### src/console_map.vh
// Constants for the operator console panel logic
`ifndef CONSOLE_MAP_VH
`define CONSOLE_MAP_VH

// ----------------------------------------
// Timing
// ----------------------------------------
`define CLK_PERIOD_NS 8
`define STALL_TIME_NS 2750
`define STALL_CYCLES ((`STALL_TIME_NS + `CLK_PERIOD_NS - 1) / `CLK_PERIOD_NS)

// ----------------------------------------
// Panel key positions in the key vector
// ----------------------------------------
`define KEY_LOAD 0
`define KEY_STORE 1
`define KEY_READ 2
`define KEY_START 3
`define KEY_CONT 4
`define KEY_STOP 5
`define KEY_COUNT 6

// ----------------------------------------
// Register offsets (byte addresses)
// ----------------------------------------
`define REG_CTRL 8'h00
`define REG_STATUS 8'h04
`define REG_LAMPS 8'h08
`define REG_POINTER 8'h0c
`define REG_BUFFER 8'h10
`define REG_ADDRESS 8'h14

// ----------------------------------------
// Field positions and reset values
// ----------------------------------------
`define CTRL_LOCK_BIT 0
`define STAT_RUN_BIT 0
`define STAT_STALL_BIT 1
`define STAT_ION_BIT 2
`define STAT_STOP_BIT 3
`define STAT_BUSY_BIT 4
`define LAMPS_MAJOR_LSB 0
`define LAMPS_INSTR_LSB 6
`define CTRL_RESET 1'b0
`define WORD_RESET 12'h000
`define FIELD_RESET 3'h0
`define MAJOR_LAMPS_OFF 6'h00
`define INSTR_LAMPS_OFF 8'h00
`define MAJOR_ONE 6'h01
`define INSTR_ONE 8'h01
`define MAJOR_CODE_LAST 3'h5
`define POINTER_STEP 12'h001

`endif

### src/key_edge_sync.v
// Two-stage synchroniser and rising-edge detector for panel keys
`timescale 1ns/10ps
module key_edge_sync #(
   parameter N = 6
) (
   input wire clk, // Processor clock
   input wire rst_n, // Asynchronous reset, active low
   input wire [N-1:0] key_raw, // Raw key levels from the panel
   output wire [N-1:0] key_press // One-cycle pulse per press
);

   // ----------------------------------------
   // Per-key synchroniser and edge detector
   // ----------------------------------------
   genvar i;
   generate
      for (i = 0; i < N; i = i + 1)
      begin : g_key
         reg meta_reg;
         reg sync_reg;
         reg prev_reg;
         // First stage feeds only the second
         always @(posedge clk or negedge rst_n)
         begin
            if (!rst_n)
            begin
               meta_reg <= 1'b0;
               sync_reg <= 1'b0;
               prev_reg <= 1'b0;
            end
            else
            begin
               meta_reg <= key_raw[i];
               sync_reg <= meta_reg;
               prev_reg <= sync_reg;
            end
         end
         // Rising edge gives one pulse
         assign key_press[i] = sync_reg & ~prev_reg;
      end
   endgenerate
endmodule

### src/stall_timer.v
// Fixed-length stall interval timer
`timescale 1ns/10ps
module stall_timer #(
   parameter CYCLES = 344,
   parameter CNT_W = 12
) (
   input wire clk, // Processor clock
   input wire rst_n, // Asynchronous reset, active low
   input wire trigger, // Pulse starting a stall
   output reg active // Stall flip-flop state
);

   reg [CNT_W-1:0] count_reg;
   localparam integer LAST_INT = CYCLES - 1;
   localparam [CNT_W-1:0] LAST = LAST_INT[CNT_W-1:0];

   // ----------------------------------------
   // Count out the stall interval
   // ----------------------------------------
   always @(posedge clk or negedge rst_n)
   begin
      if (!rst_n)
      begin
         active <= 1'b0;
         count_reg <= {CNT_W{1'b0}};
      end
      else if (trigger && !active)
      begin
         active <= 1'b1;
         count_reg <= {CNT_W{1'b0}};
      end
      else if (active)
      begin
         if (count_reg == LAST)
            active <= 1'b0;
         count_reg <= count_reg + 1'b1;
      end
   end
endmodule

### src/operator_console_panel_logic.v
// Operator console panel logic: lamps, run control and manual load/store/readback
`timescale 1ns/10ps
`include "console_map.vh"
module operator_console_panel_logic #(
   parameter WORD_W = 12,
   parameter FIELD_W = 3,
   parameter STALL_CYCLES = `STALL_CYCLES
) (
   input wire clk, // Processor clock, 125 MHz
   input wire rst_n, // Asynchronous reset, active low
   // Panel keys and switches
   input wire load_addr_key, // Address-load key
   input wire store_word_key, // Store-word key
   input wire readback_key, // Readback key
   input wire start_key, // Start key
   input wire cont_key, // Continue key
   input wire stop_key, // Stop key
   input wire [WORD_W-1:0] panel_switch_word, // Switch word
   input wire [FIELD_W-1:0] inst_field_switch, // Instruction field switches
   input wire [FIELD_W-1:0] data_field_switch, // Data field switches
   input wire extension_fitted, // Memory extension present
   // Processor status
   input wire major_cycle_start, // Pulse: new major cycle begins
   input wire [2:0] major_cycle_code, // Cycle code 0..5
   input wire instr_start, // Pulse: new instruction begins
   input wire [2:0] instr_opcode, // Instruction class 0..7
   input wire instr_done, // Pulse: instruction finished
   input wire int_enable, // Interrupt enable flip-flop
   input wire io_strobe_needed, // Pulse: I/O transfer needs strobes
   input wire arith_shift_needed, // Pulse: arithmetic unit shift
   input wire pointer_load, // Processor loads pointer
   input wire [WORD_W-1:0] pointer_value, // Value for pointer
   input wire buffer_load, // Processor loads buffer
   input wire [WORD_W-1:0] buffer_value, // Value for buffer
   input wire address_load, // Processor loads address latch
   input wire [WORD_W-1:0] address_value, // Value for address latch
   // Core memory port
   output wire mem_req, // Request, held until ack
   output wire mem_write, // 1 write, 0 read
   output reg [WORD_W-1:0] mem_addr, // Memory address
   output reg [WORD_W-1:0] mem_wdata, // Write data
   input wire [WORD_W-1:0] mem_rdata, // Read data, valid with ack
   input wire mem_ack, // Pulse: access done
   // Lamps
   output reg [5:0] major_lamps, // Fetch, exec, defer, wc, ca, break
   output reg [7:0] instr_lamps, // And..opr one-hot
   output reg ion_lamp, // Interrupt-on lamp
   output wire stall_lamp, // Stall lamp
   output reg run_lamp, // Run lamp
   output wire timing_enable, // Timing generator enable
   output reg [WORD_W-1:0] next_instruction_pointer, // Pointer lamps
   output reg [WORD_W-1:0] memory_buffer_word, // Buffer lamps
   output reg [WORD_W-1:0] memory_address_latch, // Address lamps
   output reg [FIELD_W-1:0] inst_field_reg, // Instruction field lamps
   output reg [FIELD_W-1:0] data_field_reg, // Data field lamps
   // Register port
   input wire [7:0] reg_addr, // Byte address
   input wire [31:0] reg_wdata, // Write data
   input wire reg_wr, // Write strobe
   input wire reg_rd, // Read strobe
   output reg [31:0] reg_rdata // Read data, cycle after strobe
);

   // ----------------------------------------
   // Declarations
   // ----------------------------------------
   localparam [2:0] ST_IDLE = 3'b001;
   localparam [2:0] ST_WRITE = 3'b010;
   localparam [2:0] ST_READ = 3'b100;

   reg [2:0] state_reg;
   reg [2:0] state_next;
   reg stop_pending_reg;
   reg lock_reg;
   wire [`KEY_COUNT-1:0] key_raw;
   wire [`KEY_COUNT-1:0] key_press;
   wire idle;
   wire panel_ok;
   wire do_load;
   wire do_store;
   wire do_read;
   wire stall_trigger;
   wire [31:0] status_word;
   wire [31:0] lamps_word;

   // ----------------------------------------
   // Key conditioning
   // ----------------------------------------
   assign key_raw[`KEY_LOAD] = load_addr_key;
   assign key_raw[`KEY_STORE] = store_word_key;
   assign key_raw[`KEY_READ] = readback_key;
   assign key_raw[`KEY_START] = start_key;
   assign key_raw[`KEY_CONT] = cont_key;
   assign key_raw[`KEY_STOP] = stop_key;

   // Synchronise and edge-detect every key
   key_edge_sync #(
      .N(`KEY_COUNT)
   ) u_keys (
      .clk(clk),
      .rst_n(rst_n),
      .key_raw(key_raw),
      .key_press(key_press)
   );

   // Manual operations only while halted and unlocked
   assign idle = state_reg[0];
   assign panel_ok = idle & ~run_lamp & ~lock_reg;
   assign do_load = panel_ok & key_press[`KEY_LOAD];
   assign do_store = panel_ok & key_press[`KEY_STORE] & ~key_press[`KEY_LOAD];
   assign do_read = panel_ok & key_press[`KEY_READ] & ~key_press[`KEY_LOAD]
      & ~key_press[`KEY_STORE];

   // ----------------------------------------
   // Stall flip-flop
   // ----------------------------------------
   assign stall_trigger = io_strobe_needed | arith_shift_needed;

   // Timed stall interval
   stall_timer #(
      .CYCLES(STALL_CYCLES),
      .CNT_W(12)
   ) u_stall (
      .clk(clk),
      .rst_n(rst_n),
      .trigger(stall_trigger),
      .active(stall_lamp)
   );

   // ----------------------------------------
   // Run flip-flop and stop request
   // ----------------------------------------
   assign timing_enable = run_lamp;

   // Start/continue set run; stop waits for instruction end
   always @(posedge clk or negedge rst_n)
   begin
      if (!rst_n)
      begin
         run_lamp <= 1'b0;
         stop_pending_reg <= 1'b0;
      end
      else if (run_lamp)
      begin
         if ((stop_pending_reg || key_press[`KEY_STOP]) && instr_done)
         begin
            run_lamp <= 1'b0;
            stop_pending_reg <= 1'b0;
         end
         else if (key_press[`KEY_STOP])
            stop_pending_reg <= 1'b1;
      end
      else if (idle && !lock_reg && (key_press[`KEY_START] || key_press[`KEY_CONT]))
      begin
         run_lamp <= 1'b1;
         stop_pending_reg <= 1'b0;
      end
   end

   // ----------------------------------------
   // Status lamps
   // ----------------------------------------
   // Interrupt-on lamp follows enable flip-flop
   always @(posedge clk or negedge rst_n)
   begin
      if (!rst_n)
         ion_lamp <= 1'b0;
      else
         ion_lamp <= int_enable;
   end

   // Major cycle lamp holds last cycle; cleared by panel operations
   always @(posedge clk or negedge rst_n)
   begin
      if (!rst_n)
         major_lamps <= `MAJOR_LAMPS_OFF;
      else if (do_load || do_store || do_read)
         major_lamps <= `MAJOR_LAMPS_OFF;
      else if (major_cycle_start && major_cycle_code <= `MAJOR_CODE_LAST)
         major_lamps <= `MAJOR_ONE << major_cycle_code;
   end

   // Instruction class lamp holds last instruction
   always @(posedge clk or negedge rst_n)
   begin
      if (!rst_n)
         instr_lamps <= `INSTR_LAMPS_OFF;
      else if (instr_start)
         instr_lamps <= `INSTR_ONE << instr_opcode;
   end

   // ----------------------------------------
   // Manual operation state machine
   // ----------------------------------------
   always @*
   begin
      state_next = state_reg;
      case (state_reg)
         ST_IDLE:
         begin
            if (do_store)
               state_next = ST_WRITE;
            else if (do_read)
               state_next = ST_READ;
         end
         ST_WRITE:
         begin
            if (mem_ack)
               state_next = ST_IDLE;
         end
         ST_READ:
         begin
            if (mem_ack)
               state_next = ST_IDLE;
         end
         default:
            state_next = ST_IDLE;
      endcase
   end

   // State register
   always @(posedge clk or negedge rst_n)
   begin
      if (!rst_n)
         state_reg <= ST_IDLE;
      else
         state_reg <= state_next;
   end

   // Memory request while an access is outstanding
   assign mem_req = state_reg[1] | state_reg[2];
   assign mem_write = state_reg[1];

   // Memory address and data held for the access
   always @(posedge clk or negedge rst_n)
   begin
      if (!rst_n)
      begin
         mem_addr <= `WORD_RESET;
         mem_wdata <= `WORD_RESET;
      end
      else if (do_store || do_read)
      begin
         mem_addr <= next_instruction_pointer;
         mem_wdata <= panel_switch_word;
      end
   end

   // ----------------------------------------
   // Pointer register
   // ----------------------------------------
   always @(posedge clk or negedge rst_n)
   begin
      if (!rst_n)
         next_instruction_pointer <= `WORD_RESET;
      else if (do_load)
         next_instruction_pointer <= panel_switch_word;
      else if (mem_req && mem_ack)
         next_instruction_pointer <= next_instruction_pointer + `POINTER_STEP;
      else if (pointer_load)
         next_instruction_pointer <= pointer_value;
   end

   // ----------------------------------------
   // Field registers
   // ----------------------------------------
   always @(posedge clk or negedge rst_n)
   begin
      if (!rst_n)
      begin
         inst_field_reg <= `FIELD_RESET;
         data_field_reg <= `FIELD_RESET;
      end
      else if (do_load && extension_fitted)
      begin
         inst_field_reg <= inst_field_switch;
         data_field_reg <= data_field_switch;
      end
   end

   // ----------------------------------------
   // Buffer and address latch
   // ----------------------------------------
   // Buffer takes switches on store, memory on readback
   always @(posedge clk or negedge rst_n)
   begin
      if (!rst_n)
         memory_buffer_word <= `WORD_RESET;
      else if (do_store)
         memory_buffer_word <= panel_switch_word;
      else if (state_reg[2] && mem_ack)
         memory_buffer_word <= mem_rdata;
      else if (buffer_load)
         memory_buffer_word <= buffer_value;
   end

   // Address latch keeps the address just stored or examined
   always @(posedge clk or negedge rst_n)
   begin
      if (!rst_n)
         memory_address_latch <= `WORD_RESET;
      else if (do_store || do_read)
         memory_address_latch <= next_instruction_pointer;
      else if (address_load)
         memory_address_latch <= address_value;
   end

   // ----------------------------------------
   // Register port
   // ----------------------------------------
   // Control register: panel lock
   always @(posedge clk or negedge rst_n)
   begin
      if (!rst_n)
         lock_reg <= `CTRL_RESET;
      else if (reg_wr && reg_addr == `REG_CTRL)
         lock_reg <= reg_wdata[`CTRL_LOCK_BIT];
   end

   // Status and lamp words
   assign status_word = {27'h0000000, ~idle, stop_pending_reg, ion_lamp, stall_lamp, run_lamp};
   assign lamps_word = {18'h00000, instr_lamps, major_lamps};

   // Read data one cycle after the strobe; unmapped reads zero
   always @(posedge clk or negedge rst_n)
   begin
      if (!rst_n)
         reg_rdata <= 32'h00000000;
      else if (!reg_rd)
         reg_rdata <= 32'h00000000;
      else if (reg_addr == `REG_CTRL)
         reg_rdata <= {31'h00000000, lock_reg};
      else if (reg_addr == `REG_STATUS)
         reg_rdata <= status_word;
      else if (reg_addr == `REG_LAMPS)
         reg_rdata <= lamps_word;
      else if (reg_addr == `REG_POINTER)
         reg_rdata <= {20'h00000, next_instruction_pointer};
      else if (reg_addr == `REG_BUFFER)
         reg_rdata <= {20'h00000, memory_buffer_word};
      else if (reg_addr == `REG_ADDRESS)
         reg_rdata <= {20'h00000, memory_address_latch};
      else
         reg_rdata <= 32'h00000000;
   end
endmodule

### config.mk
export PLATFORM = sky130hd
export DESIGN_NAME = operator_console_panel_logic
export DESIGN_NICKNAME = d
export VERILOG_FILES = /design/src/key_edge_sync.v /design/src/stall_timer.v /design/src/operator_console_panel_logic.v
export VERILOG_INCLUDE_DIRS = /design/src /design/src/src
export SDC_FILE = /design/constraint.sdc
export NUM_CORES = 1
export LEC_CHECK = 0
export BUFFER_PORTS_ARGS = -buffer_cell sky130_fd_sc_hd__buf_2
export CORE_UTILIZATION = 40
export DETAILED_ROUTE_END_ITERATION = 8
export PLACE_DENSITY = 0.66
export SKIP_LAST_GASP = 1
export SLEW_MARGIN = 0
export SYNTH_ARGS = -nofsm -noshare
export SYNTH_HDL_FRONTEND = slang
export SYNTH_SLANG_ARGS = --single-unit
### constraint.sdc
create_clock -name clk -period 3.95 [get_ports clk]
set_input_delay 0.79 -clock clk [delete_from_list [all_inputs] [get_ports clk]]
set_output_delay 0.79 -clock clk [all_outputs]
set_load 0.005 [all_outputs]
[Word level (Yosys, flattened, before mapping)]
Index checks and enable logic that the tools add are counted.
Storage, ports and cells
  register bits after elaboration: 150
  bits of input ports: 133
  output and inout port bits: 118
  word-level logic and storage cells: 138
Cells by class
  $add $sub $neg: 2
  magnitude comparators: 1
  eq/ne operators: 12
  shift operators: 2
  multiplexer cells: 33
  bitwise operators: 27
  reductions and logical operators: 26
Operators with widths (count)
  2-to-1 mux 12 bit: 13
  2-to-1 mux 14 bit: 4
  adder 12 x 1 -> 12 bit, second input constant: 2
  == test 8 x 4 -> 1 bit, second input constant: 2
  == test 8 x 5 -> 1 bit, second input constant: 2
  bitwise AND 1 bit: 14
  == test 12 x 9 -> 1 bit, second input constant: 1
  2-to-1 mux 6 bit: 2
  inverter 1 bit: 11
  2-to-1 mux 1 bit: 10
  logical AND 1 bit: 9
  2-to-1 mux 3 bit: 3
  == test 8 x 3 -> 1 bit, second input constant: 1
  zero test 8 bit: 1
  nonzero test 2 bit: 4
  << shifter 1 x 3 -> 8 bit, first input constant: 1
  case mux 3 bit (2 select lines): 1
  nonzero test 3 bit: 2
  << shifter 1 x 3 -> 6 bit, first input constant: 1
  logical OR 1 bit: 5
  AND reduction 2 bit: 2
  == test 3 x 1 -> 1 bit, second input constant: 1
  == test 3 x 2 -> 1 bit, second input constant: 1
  == test 3 bit, second input constant: 1
  7 further kinds: 9

[Depth between registers and ports, before layout]
Gate-level depths: netlist of the first run.
  depth in word-level cells: 9
  gate-level depth with buffers: 7
  mapped depth without buffers: 5

[By module]
From an unflattened synthesis of the first run, not the netlist that was laid out.
Second synthesis, totals
  cell total of the unflattened synthesis: 617
  area total of the unflattened synthesis: 6332.3 um^2
Modules (own cells, without submodules)
  operator_console_panel_logic: instances 1, cells an instance 532, area each 5126.2 um^2, sequential area each 2528.7 um^2
  stall_timer: instances 1, cells an instance 61, area each 673.1 um^2, sequential area each 325.3 um^2
  key_edge_sync: instances 1, cells an instance 24, area each 533.0 um^2, sequential area each 450.4 um^2

[Worst setup path after synthesis of the first run]
OpenSTA, ideal clock, no wires.
  path type: in2reg
  start: input port reg_addr[0]
  end: register lock_reg
  setup time: 0.125 ns
  data arrival time: 2.173 ns
  required time: 3.825 ns
  path slack: 1.652 ns
  stages: 5
  buffers on the path: 1
  cell sequence: or4_4 -> or2_0 -> buf_6 -> nor3_2 -> mux2_2
On the way
  longest elaborated chain between the ends: 2
RTL lines
  from (decl): line operator_console_panel_logic.v:57  | input wire [7:0] reg_addr,
  zero test 8 bit (no line)
  logical AND 1 bit (no line)
  to (signal assigned): line operator_console_panel_logic.v:315  | lock_reg <= `CTRL_RESET;
  to (signal assigned): line operator_console_panel_logic.v:317  | lock_reg <= reg_wdata[`CTRL_LOCK_BIT];
  to (decl): line operator_console_panel_logic.v:74  | reg lock_reg;
No other way between the ends.
A chain may end at the register's enable or synchronous reset.

[Worst setup path in the final report of the first run]
  start: register state_reg[0]
  end: register mem_wdata[0]
On the way
  longest elaborated chain between the ends: 6
  elaborated cells on any way between the ends: 8
  classes of those cells: bitwise (7); reduce/logical (1)
RTL lines
  from (decl): line operator_console_panel_logic.v:71  | reg [2:0] state_reg;
  from (signal assigned): line operator_console_panel_logic.v:227  | state_reg <= state_next;
  bitwise AND 1 bit (*) (2 in a row): line operator_console_panel_logic.v:108  | assign panel_ok = idle & ~run_lamp & ~lock_reg;
  bitwise AND 1 bit (3 in a row): line operator_console_panel_logic.v:111  | assign do_read = panel_ok & key_press[`KEY_READ] & ~key_press[`KEY_LOAD]
  logical OR 1 bit (*): line operator_console_panel_logic.v:242  | else if (do_store || do_read)
  to (signal assigned): line operator_console_panel_logic.v:240  | mem_wdata <= `WORD_RESET;
  to (signal assigned): line operator_console_panel_logic.v:245  | mem_wdata <= panel_switch_word;
  to (decl): line operator_console_panel_logic.v:41  | output reg [WORD_W-1:0] mem_wdata,
Every way passes the cells marked *; elsewhere a longest branch is shown, timed or not.

==> metrics.yaml, run 1 <==
status: "finished clean"
worst_slew_pin_slew_ns: 1.04
track_usage: 0.228
synth_compound_area_frac: 0.146
cp-start-kind: "register"
leakagePower_nw: 3.99
fin_worst_skew_ns: 0.00941
r2r-start: "state_reg[0]"
maxCapViolations: 0
grt_max_degree: 84
synth.distinct_cells: 65
synthDominantCellAreaShare: 0.522
die_w_um: 127
synth_top_family_by_area: "simple AND/OR/NAND/NOR gates"
rrSetupSlack_ns: 1.37
synthMuxAreaShare: 0.0769
portBuffers: 201
dieArea_um2: 16200
synth_fa_ha_area_frac: 0.00398
ir_worst_vdd_mv: 0.361
worstHoldStart: "u_keys.g_key[4].meta_reg"
regMostFlops: "reg_rdata"
cts_tree: "done"
finalSetupViolCount: 0
synthFlopType: "dfrtp_1"
cp-end-kind: "register"
start_util: 0.412
slew_violations: 0
rsz0062_at_grt: "false"
drc: 0
worst_path_max_delay_cell: "o211a_1"
syn2layout_area_growth_pct: 27.4
dr_total_vias: 5525
pin_count: 251
routedWlPerCell_um: 17.1
final_area_um2: 8000
synth_seq_area_share: 0.526
critPathMostFrequentCell: "nand2_1"
yosysWarnings: 0
hold_buffers: 0
place.gp.congestion: 0.840
ys_seq_elements: 132
cts-root-buf: "clkbuf_16"
dp_hpwl_um: 13400
htreeDepth: 4
synth_edf_count: 0
fin_nets: 971
via_per_inst: 5.21
cp_data_arrival_time_ns: 2.94
clockBufferDepth: 2
syn_area_um2: 6280
setup_tns_ns: 0
grt_overflow_total: 0
worst_r2r_path_depth: 5
timing.fmax_ghz: 0.388
slew_headroom: 0.301
critical_path_buf_inv_count: 1
die_h_um: 127
fp-row-count: 45
largest_reg_flops: 14
final_antenna_net_count: 0
synth_simple_gate_area_frac: 0.181
critPathTopFamily: "compound AO/OA/AOI/OAI gates"
firstDrtPassIters: 4
rr_endpoint: "mem_wdata[0]"
hp-class: "register to register"
hold_viol: 0
synth_async_sr_flop_share: 1.00
cts_resized: 0
slowest_delay_ns: 0.83
antenna_found_initial: 1
p_per_area_nw_per_um2: 635
grt_pass1_vias: 5014
critPathKind: "register to register"
place_area_um2: 7370
drive_above_1_share: 0.303
hold_path_depth: 0
min_to: "u_keys.g_key[4].sync_reg"
synthXorXnorAreaFrac: 0.0112
routed_wirelength_um: 18200
postCtsSetupBuffers: 0
syn_area_per_cell_um2: 9.72
design.core.area_um2: 15300
synth_area_leaders: "dfrtp_1 52%, nand2_1 8.8%, mux2i_1 5.9%, o21ai_0 3.7%, a21oi_1 2.3%"
cts_made_buffers: 17
period_needed_ns: 2.58
grt_pass1_wl_um: 27700
timing.hold.ws_ns: 0.346
worstPathMaxFanout: 27
drtIter0Drc: 367
synth_cells: 646
clkSinkCount: 132
required_ns: 4.31
cts.clk_slew.worst_paths_ns: 0.06
min_period_over_period: 0.653
insertion_delay_ns: 0.42
num-fill-cells: 1463
cp_cell_sequence: "nor3b_1 > o211a_1 > buf_4 > nand2_1 > nand2_1"
yosysTopAreaCell: "dfrtp_1"
power by group:
part / leakage [nW] / internal (W) / total (W) / switching, W
clock network: 0.295 / 0.00107 / 0.00167 / 0.000595
logic: 2.07 / 0.000603 / 0.00127 / 0.000670
registers: 1.62 / 0.00172 / 0.00214 / 0.000420
metal layers:
metal  up-vias  routed length (um)  global-route usage
li1       2621                   -                   -
met1      2620                8040               0.314
met2       261                8320               0.345
met3        23                1460              0.0582
met4         0                 342              0.0889
met5         -                   0                   0
synth_stat cells (all sizes together) (3+ instances only):
master / n
nor3: 9
a32oi: 3
nor2b: 10
mux2: 10
o22ai: 6
nor2: 25
inv: 15
xnor2: 5
nor3b: 3
clkbuf: 18
o211ai: 3
nand3: 23
nand4: 3
nand2: 148
xor2: 3
or4: 4
o21ai: 47
nand2b: 6
buf: 34
o32ai: 4
o32a: 5
dfrtp: 131
a22o: 8
a21oi: 29
nor4: 4
mux2i: 37
a31o: 3
o221ai: 3
and3: 7
a311o: 7
o31ai: 3
kinds of logic (layout without fill, tap and decap cells):
logic type | Yosys count | count (layout)
AOI/OAI and AO/OA | 139 | 139
xor gates and xnor gates | 8 | 8
adders and majority gates | 2 | 2
buffers and inverters | 67 | 253
DFF | 132 | 132
muxes | 47 | 47
other | 1 | 19
and+or+nand+nor | 250 | 250
worst max-delay path by stage:
stage               cells past startpoint           end         start
CTS                                     5  mem_wdata[0]  state_reg[0]
detailed placement                      5      lock_reg   reg_addr[0]
finish                                  5  mem_wdata[0]  state_reg[0]
floorplan                               5      lock_reg   reg_addr[0]
global placement                        5      lock_reg   reg_addr[0]
global route                            5  mem_wdata[6]  state_reg[0]
layout make-up:
class,instances,area (um^2),area share
tap,211,264,0.0330
inverter,15,56.3,0.00704
timing repair buffer,206,1050,0.131
sequential,132,3300,0.413
clock inverter,13,183,0.0228
antenna,1,2.50,0.000313
multi-input combinational,464,2700,0.337
clock buffer,19,443,0.0554
metrics by stage:
stage / total power, W / std cells / util / setup WS [ns]
after floorplan: 0.00275 / 663 / - / 1.65
after global placement: 0.00341 / 1028 / 0.483 / 1.31
after detailed placement: 0.00344 / 1028 / 0.483 / 1.31
after CTS: 0.00511 / 1060 / 0.524 / 1.39
after global routing: 0.00536 / 1060 / 0.524 / 1.24
final: 0.00508 / 1061 / 0.524 / 1.37
layout by cell type (no fill, tap or decap), types with 5 or more instances in the layout:
cell       count
nor2b_1       10
mux2i_1       37
conb_1        18
nand3_1       23
o32a_1         5
a311o_1        7
o21ai_0       46
and3_1         7
xnor2_1        5
a21oi_1       29
nor2_1        24
inv_1         15
a22o_1         8
nor3_1         8
dfrtp_1      131
buf_4          5
nand2b_1       6
mux2_2        10
o22ai_1        6
buf_2        200
nand2_1      147
clkbuf_16     17
No activity file was read; power rests on OpenSTA's default activity.
==> run 2, diff against run 1 <==
--- a/config.mk
+++ b/config.mk
@@ -9,7 +9,7 @@
 export BUFFER_PORTS_ARGS = -buffer_cell sky130_fd_sc_hd__buf_2
 export CORE_UTILIZATION = 40
 export DETAILED_ROUTE_END_ITERATION = 8
-export PLACE_DENSITY = 0.66
+export PLACE_DENSITY = 0.69
 export SKIP_LAST_GASP = 1
 export SLEW_MARGIN = 0
 export SYNTH_ARGS = -nofsm -noshare
==> constraint.sdc (replaced) <==
create_clock -name clk -period 2.3 [get_ports clk]
set_input_delay 0.46 -clock clk [delete_from_list [all_inputs] [get_ports clk]]
set_output_delay 0.46 -clock clk [all_outputs]
set_load 0.005 [all_outputs]
==> run 2 against run 1 <==
Routed wire length shrank 1.3%. Non-clock buffer count grew 15. Sequential share of layout area shrank 0.82 points. Setup slack lost 1.0 ns. Sequential cell count is the same. Design area grew 2.0%. Via count is essentially flat. Cell count grew 1.4%. Clock skew shrank 0.0028 ns. Global-route usage is essentially flat. Count of clock-buffer cells in the layout is the same. Clock power grew 73%.
==> metrics.yaml, run 2 (synthesis gave the netlist of run 1 again) <==
drtIter0Drc: 438  # +19%
cts.clk_slew.worst_paths_ns: 0.06  # about the same
worst_slack_ns: 0.375  # -0.995 ns
num-fill-cells: 1404  # -4.0%
cts_made_buffers: 17  # unchanged
hold_buffers: 1  # +1
die_w_um: 127  # unchanged
utilization: 0.535  # +0.0106
final_antenna_net_count: 0  # unchanged
cts_tree: "done"
p_seq_frac: 0.413  # -0.009
die_h_um: 127  # unchanged
comb_power_share: 0.260  # +0.009
drive_above_1_share: 0.315  # +0.0121
worst_slew_pin_slew_ns: 0.732  # -0.309 ns
worstHoldStart: "int_enable"
grt_overflow_total: 0  # unchanged
place.gp.congestion: 0.887  # +5.6%
place_inst: 1042  # +1.4%
r2r-start: "state_reg[0]"
design.core.area_um2: 15300  # unchanged
cts_resized: 0  # unchanged
rrSetupSlack_ns: 0.38  # -1.00 ns
cts-root-buf: "clkbuf_16"
routedWlPerCell_um: 16.7  # -2.6%
via_per_inst: 5.14  # -1.3%
p_clk_frac: 0.327  # about the same
drc: 0  # unchanged
netSwitchingPower_w: 0.00292  # +73%
worst_r2r_path_depth: 5  # unchanged
rsz0062_at_grt: "false"
min_period_over_period: 0.837  # +0.184
p_per_area_nw_per_um2: 1080  # +71%
p_int_w: 0.00593  # +75%
fp-row-count: 45  # unchanged
grt_pass1_vias: 5207  # +3.8%
clockBufferDepth: 2  # unchanged
portBuffers: 201  # unchanged
maxCapViolations: 0  # unchanged
hold_viol: 0  # unchanged
hp-class: "input port to register"
antenna_found_initial: 2  # +1
firstDrtPassIters: 5  # +1
postCtsSetupBuffers: 0  # unchanged
dp_hpwl_um: 13400  # +0.25%
start_util: 0.412  # unchanged
largest_reg_flops: 14  # unchanged
htreeDepth: 4  # unchanged
grt_pass1_wl_um: 27700  # +0.10%
dp_slack_ns: 0.171  # -1.14 ns
leakagePower_nw: 4.08  # +2.2%
sw_frac_of_total: 0.330  # -0.00223
dieArea_um2: 16200  # unchanged
setup_tns_ns: 0  # unchanged
insertion_delay_ns: 0.41  # about the same
rr_endpoint: "next_instruction_pointer[11]"
critPathKind: "register to register"
min_to: "ion_lamp"
hold_path_depth: 1  # +1
syn2layout_area_growth_pct: 29.9
cp-start-kind: "register"
fin_nets: 986  # +1.5%
ir_worst_vdd_mv: 0.626  # +73%
fin_worst_skew_ns: 0.00656  # -0.00284 ns
slew_violations: 0  # unchanged
track_usage: 0.228  # about the same
mostFrequentLayoutCells: "200 x buf_2, 147 x nand2_1, 131 x dfrtp_1"
dr_total_vias: 5529  # +0.072%
routed_wirelength_um: 17900  # -1.3%
status: "finished clean"
finalSetupViolCount: 0  # unchanged
required_ns: 2.62  # -1.69 ns
stdcell_count: 1076  # +1.4%
final_common_cell: "buf_2"
clkSinkCount: 132  # unchanged
slew_headroom: 0.511  # +0.210
cp_data_arrival_time_ns: 2.25  # -0.69 ns
period_needed_ns: 1.92  # -0.655 ns
cp-end-kind: "register"
regMostFlops: "reg_rdata"
timing.fmax_ghz: 0.520  # +34%
worstPathMaxFanout: 17  # -37%
grt_max_degree: 51  # -39%
pin_count: 251  # unchanged
==> run 2: cell count changes in the layout (fill, tap and decap cells not counted) <==
cell           delta
clkinvlp_4        +1
clkinv_4          -1
clkbuf_1          -1
buf_12            +3
dlygate4sd3_1     +1
clkbuf_8          +1
buf_4            +11
==> run 2: layer usage <==
metal | wire length, um | up-vias | track usage
met5 | 17 | - | 0
met4 | 351 | 2 | 0.0756
met3 | 1260 | 34 | 0.0616
met2 | 8310 | 240 | 0.357
met1 | 7990 | 2597 | 0.306
li1 | - | 2656 | -
==> run 2: power by group through the flow <==
| stage | Combinational, W | Clock (W) | Sequential (W) |
|---|---|---|---|
| 3_5_place_dp | 0.00231 | 0 | 0.00367 |
| 4_1_cts | 0.00232 | 0.00293 | 0.00365 |
| 3_3_place_gp | 0.00227 | 0 | 0.00368 |
| 6_report | 0.00230 | 0.00289 | 0.00366 |
| 2_1_floorplan | 0.00123 | 0 | 0.00350 |
| 5_1_grt | 0.00257 | 0.00303 | 0.00375 |
==> run 2: critical path, cell delays in order, from the launching register on <==
cell	delay, ns
dfstp_2	0.59
or3b_1	0.45
nor2_2	0.22
buf_4	0.25
a2111oi_0	0.11
nor3_1	0.22
==> run 2: cell type report <==
class                           count  area, um^2  share of cell area
Antenna cell                        1        2.50            0.000307
Clock buffer                       19         453              0.0555
Clock inverter                     13         181              0.0222
Inverter                           15        56.3             0.00690
Multi-Input combinational cell    464        2700               0.331
Sequential cell                   132        3300               0.405
Tap cell                          211         264              0.0323
Timing Repair Buffer              221        1200               0.147
==> run 2: how the worst max path moves through the flow <==
stage / from / end / slack [ns] / cells after the start
floorplan: reg_addr[0] / lock_reg / 0.33 / 5
global placement: reg_addr[0] / reg_rdata[10] / 0.19 / 5
detailed placement: reg_addr[0] / reg_rdata[6] / 0.17 / 5
CTS: state_reg[0] / next_instruction_pointer[11] / 0.40 / 5
global route: next_instruction_pointer[0] / next_instruction_pointer[10] / 0.33 / 5
finish: state_reg[0] / next_instruction_pointer[11] / 0.38 / 5
==> run 2: metrics by stage <==
stage | cell area, um^2 | total power, W | hold slack (ns)
global route | 8160 | 0.00935 | 0.136
global placement | 7510 | 0.00594 | 0.333
finish | 8160 | 0.00885 | 0.150
floorplan | 6340 | 0.00473 | 0.164
CTS | 8160 | 0.00890 | 0.133
detailed placement | 7510 | 0.00598 | 0.335
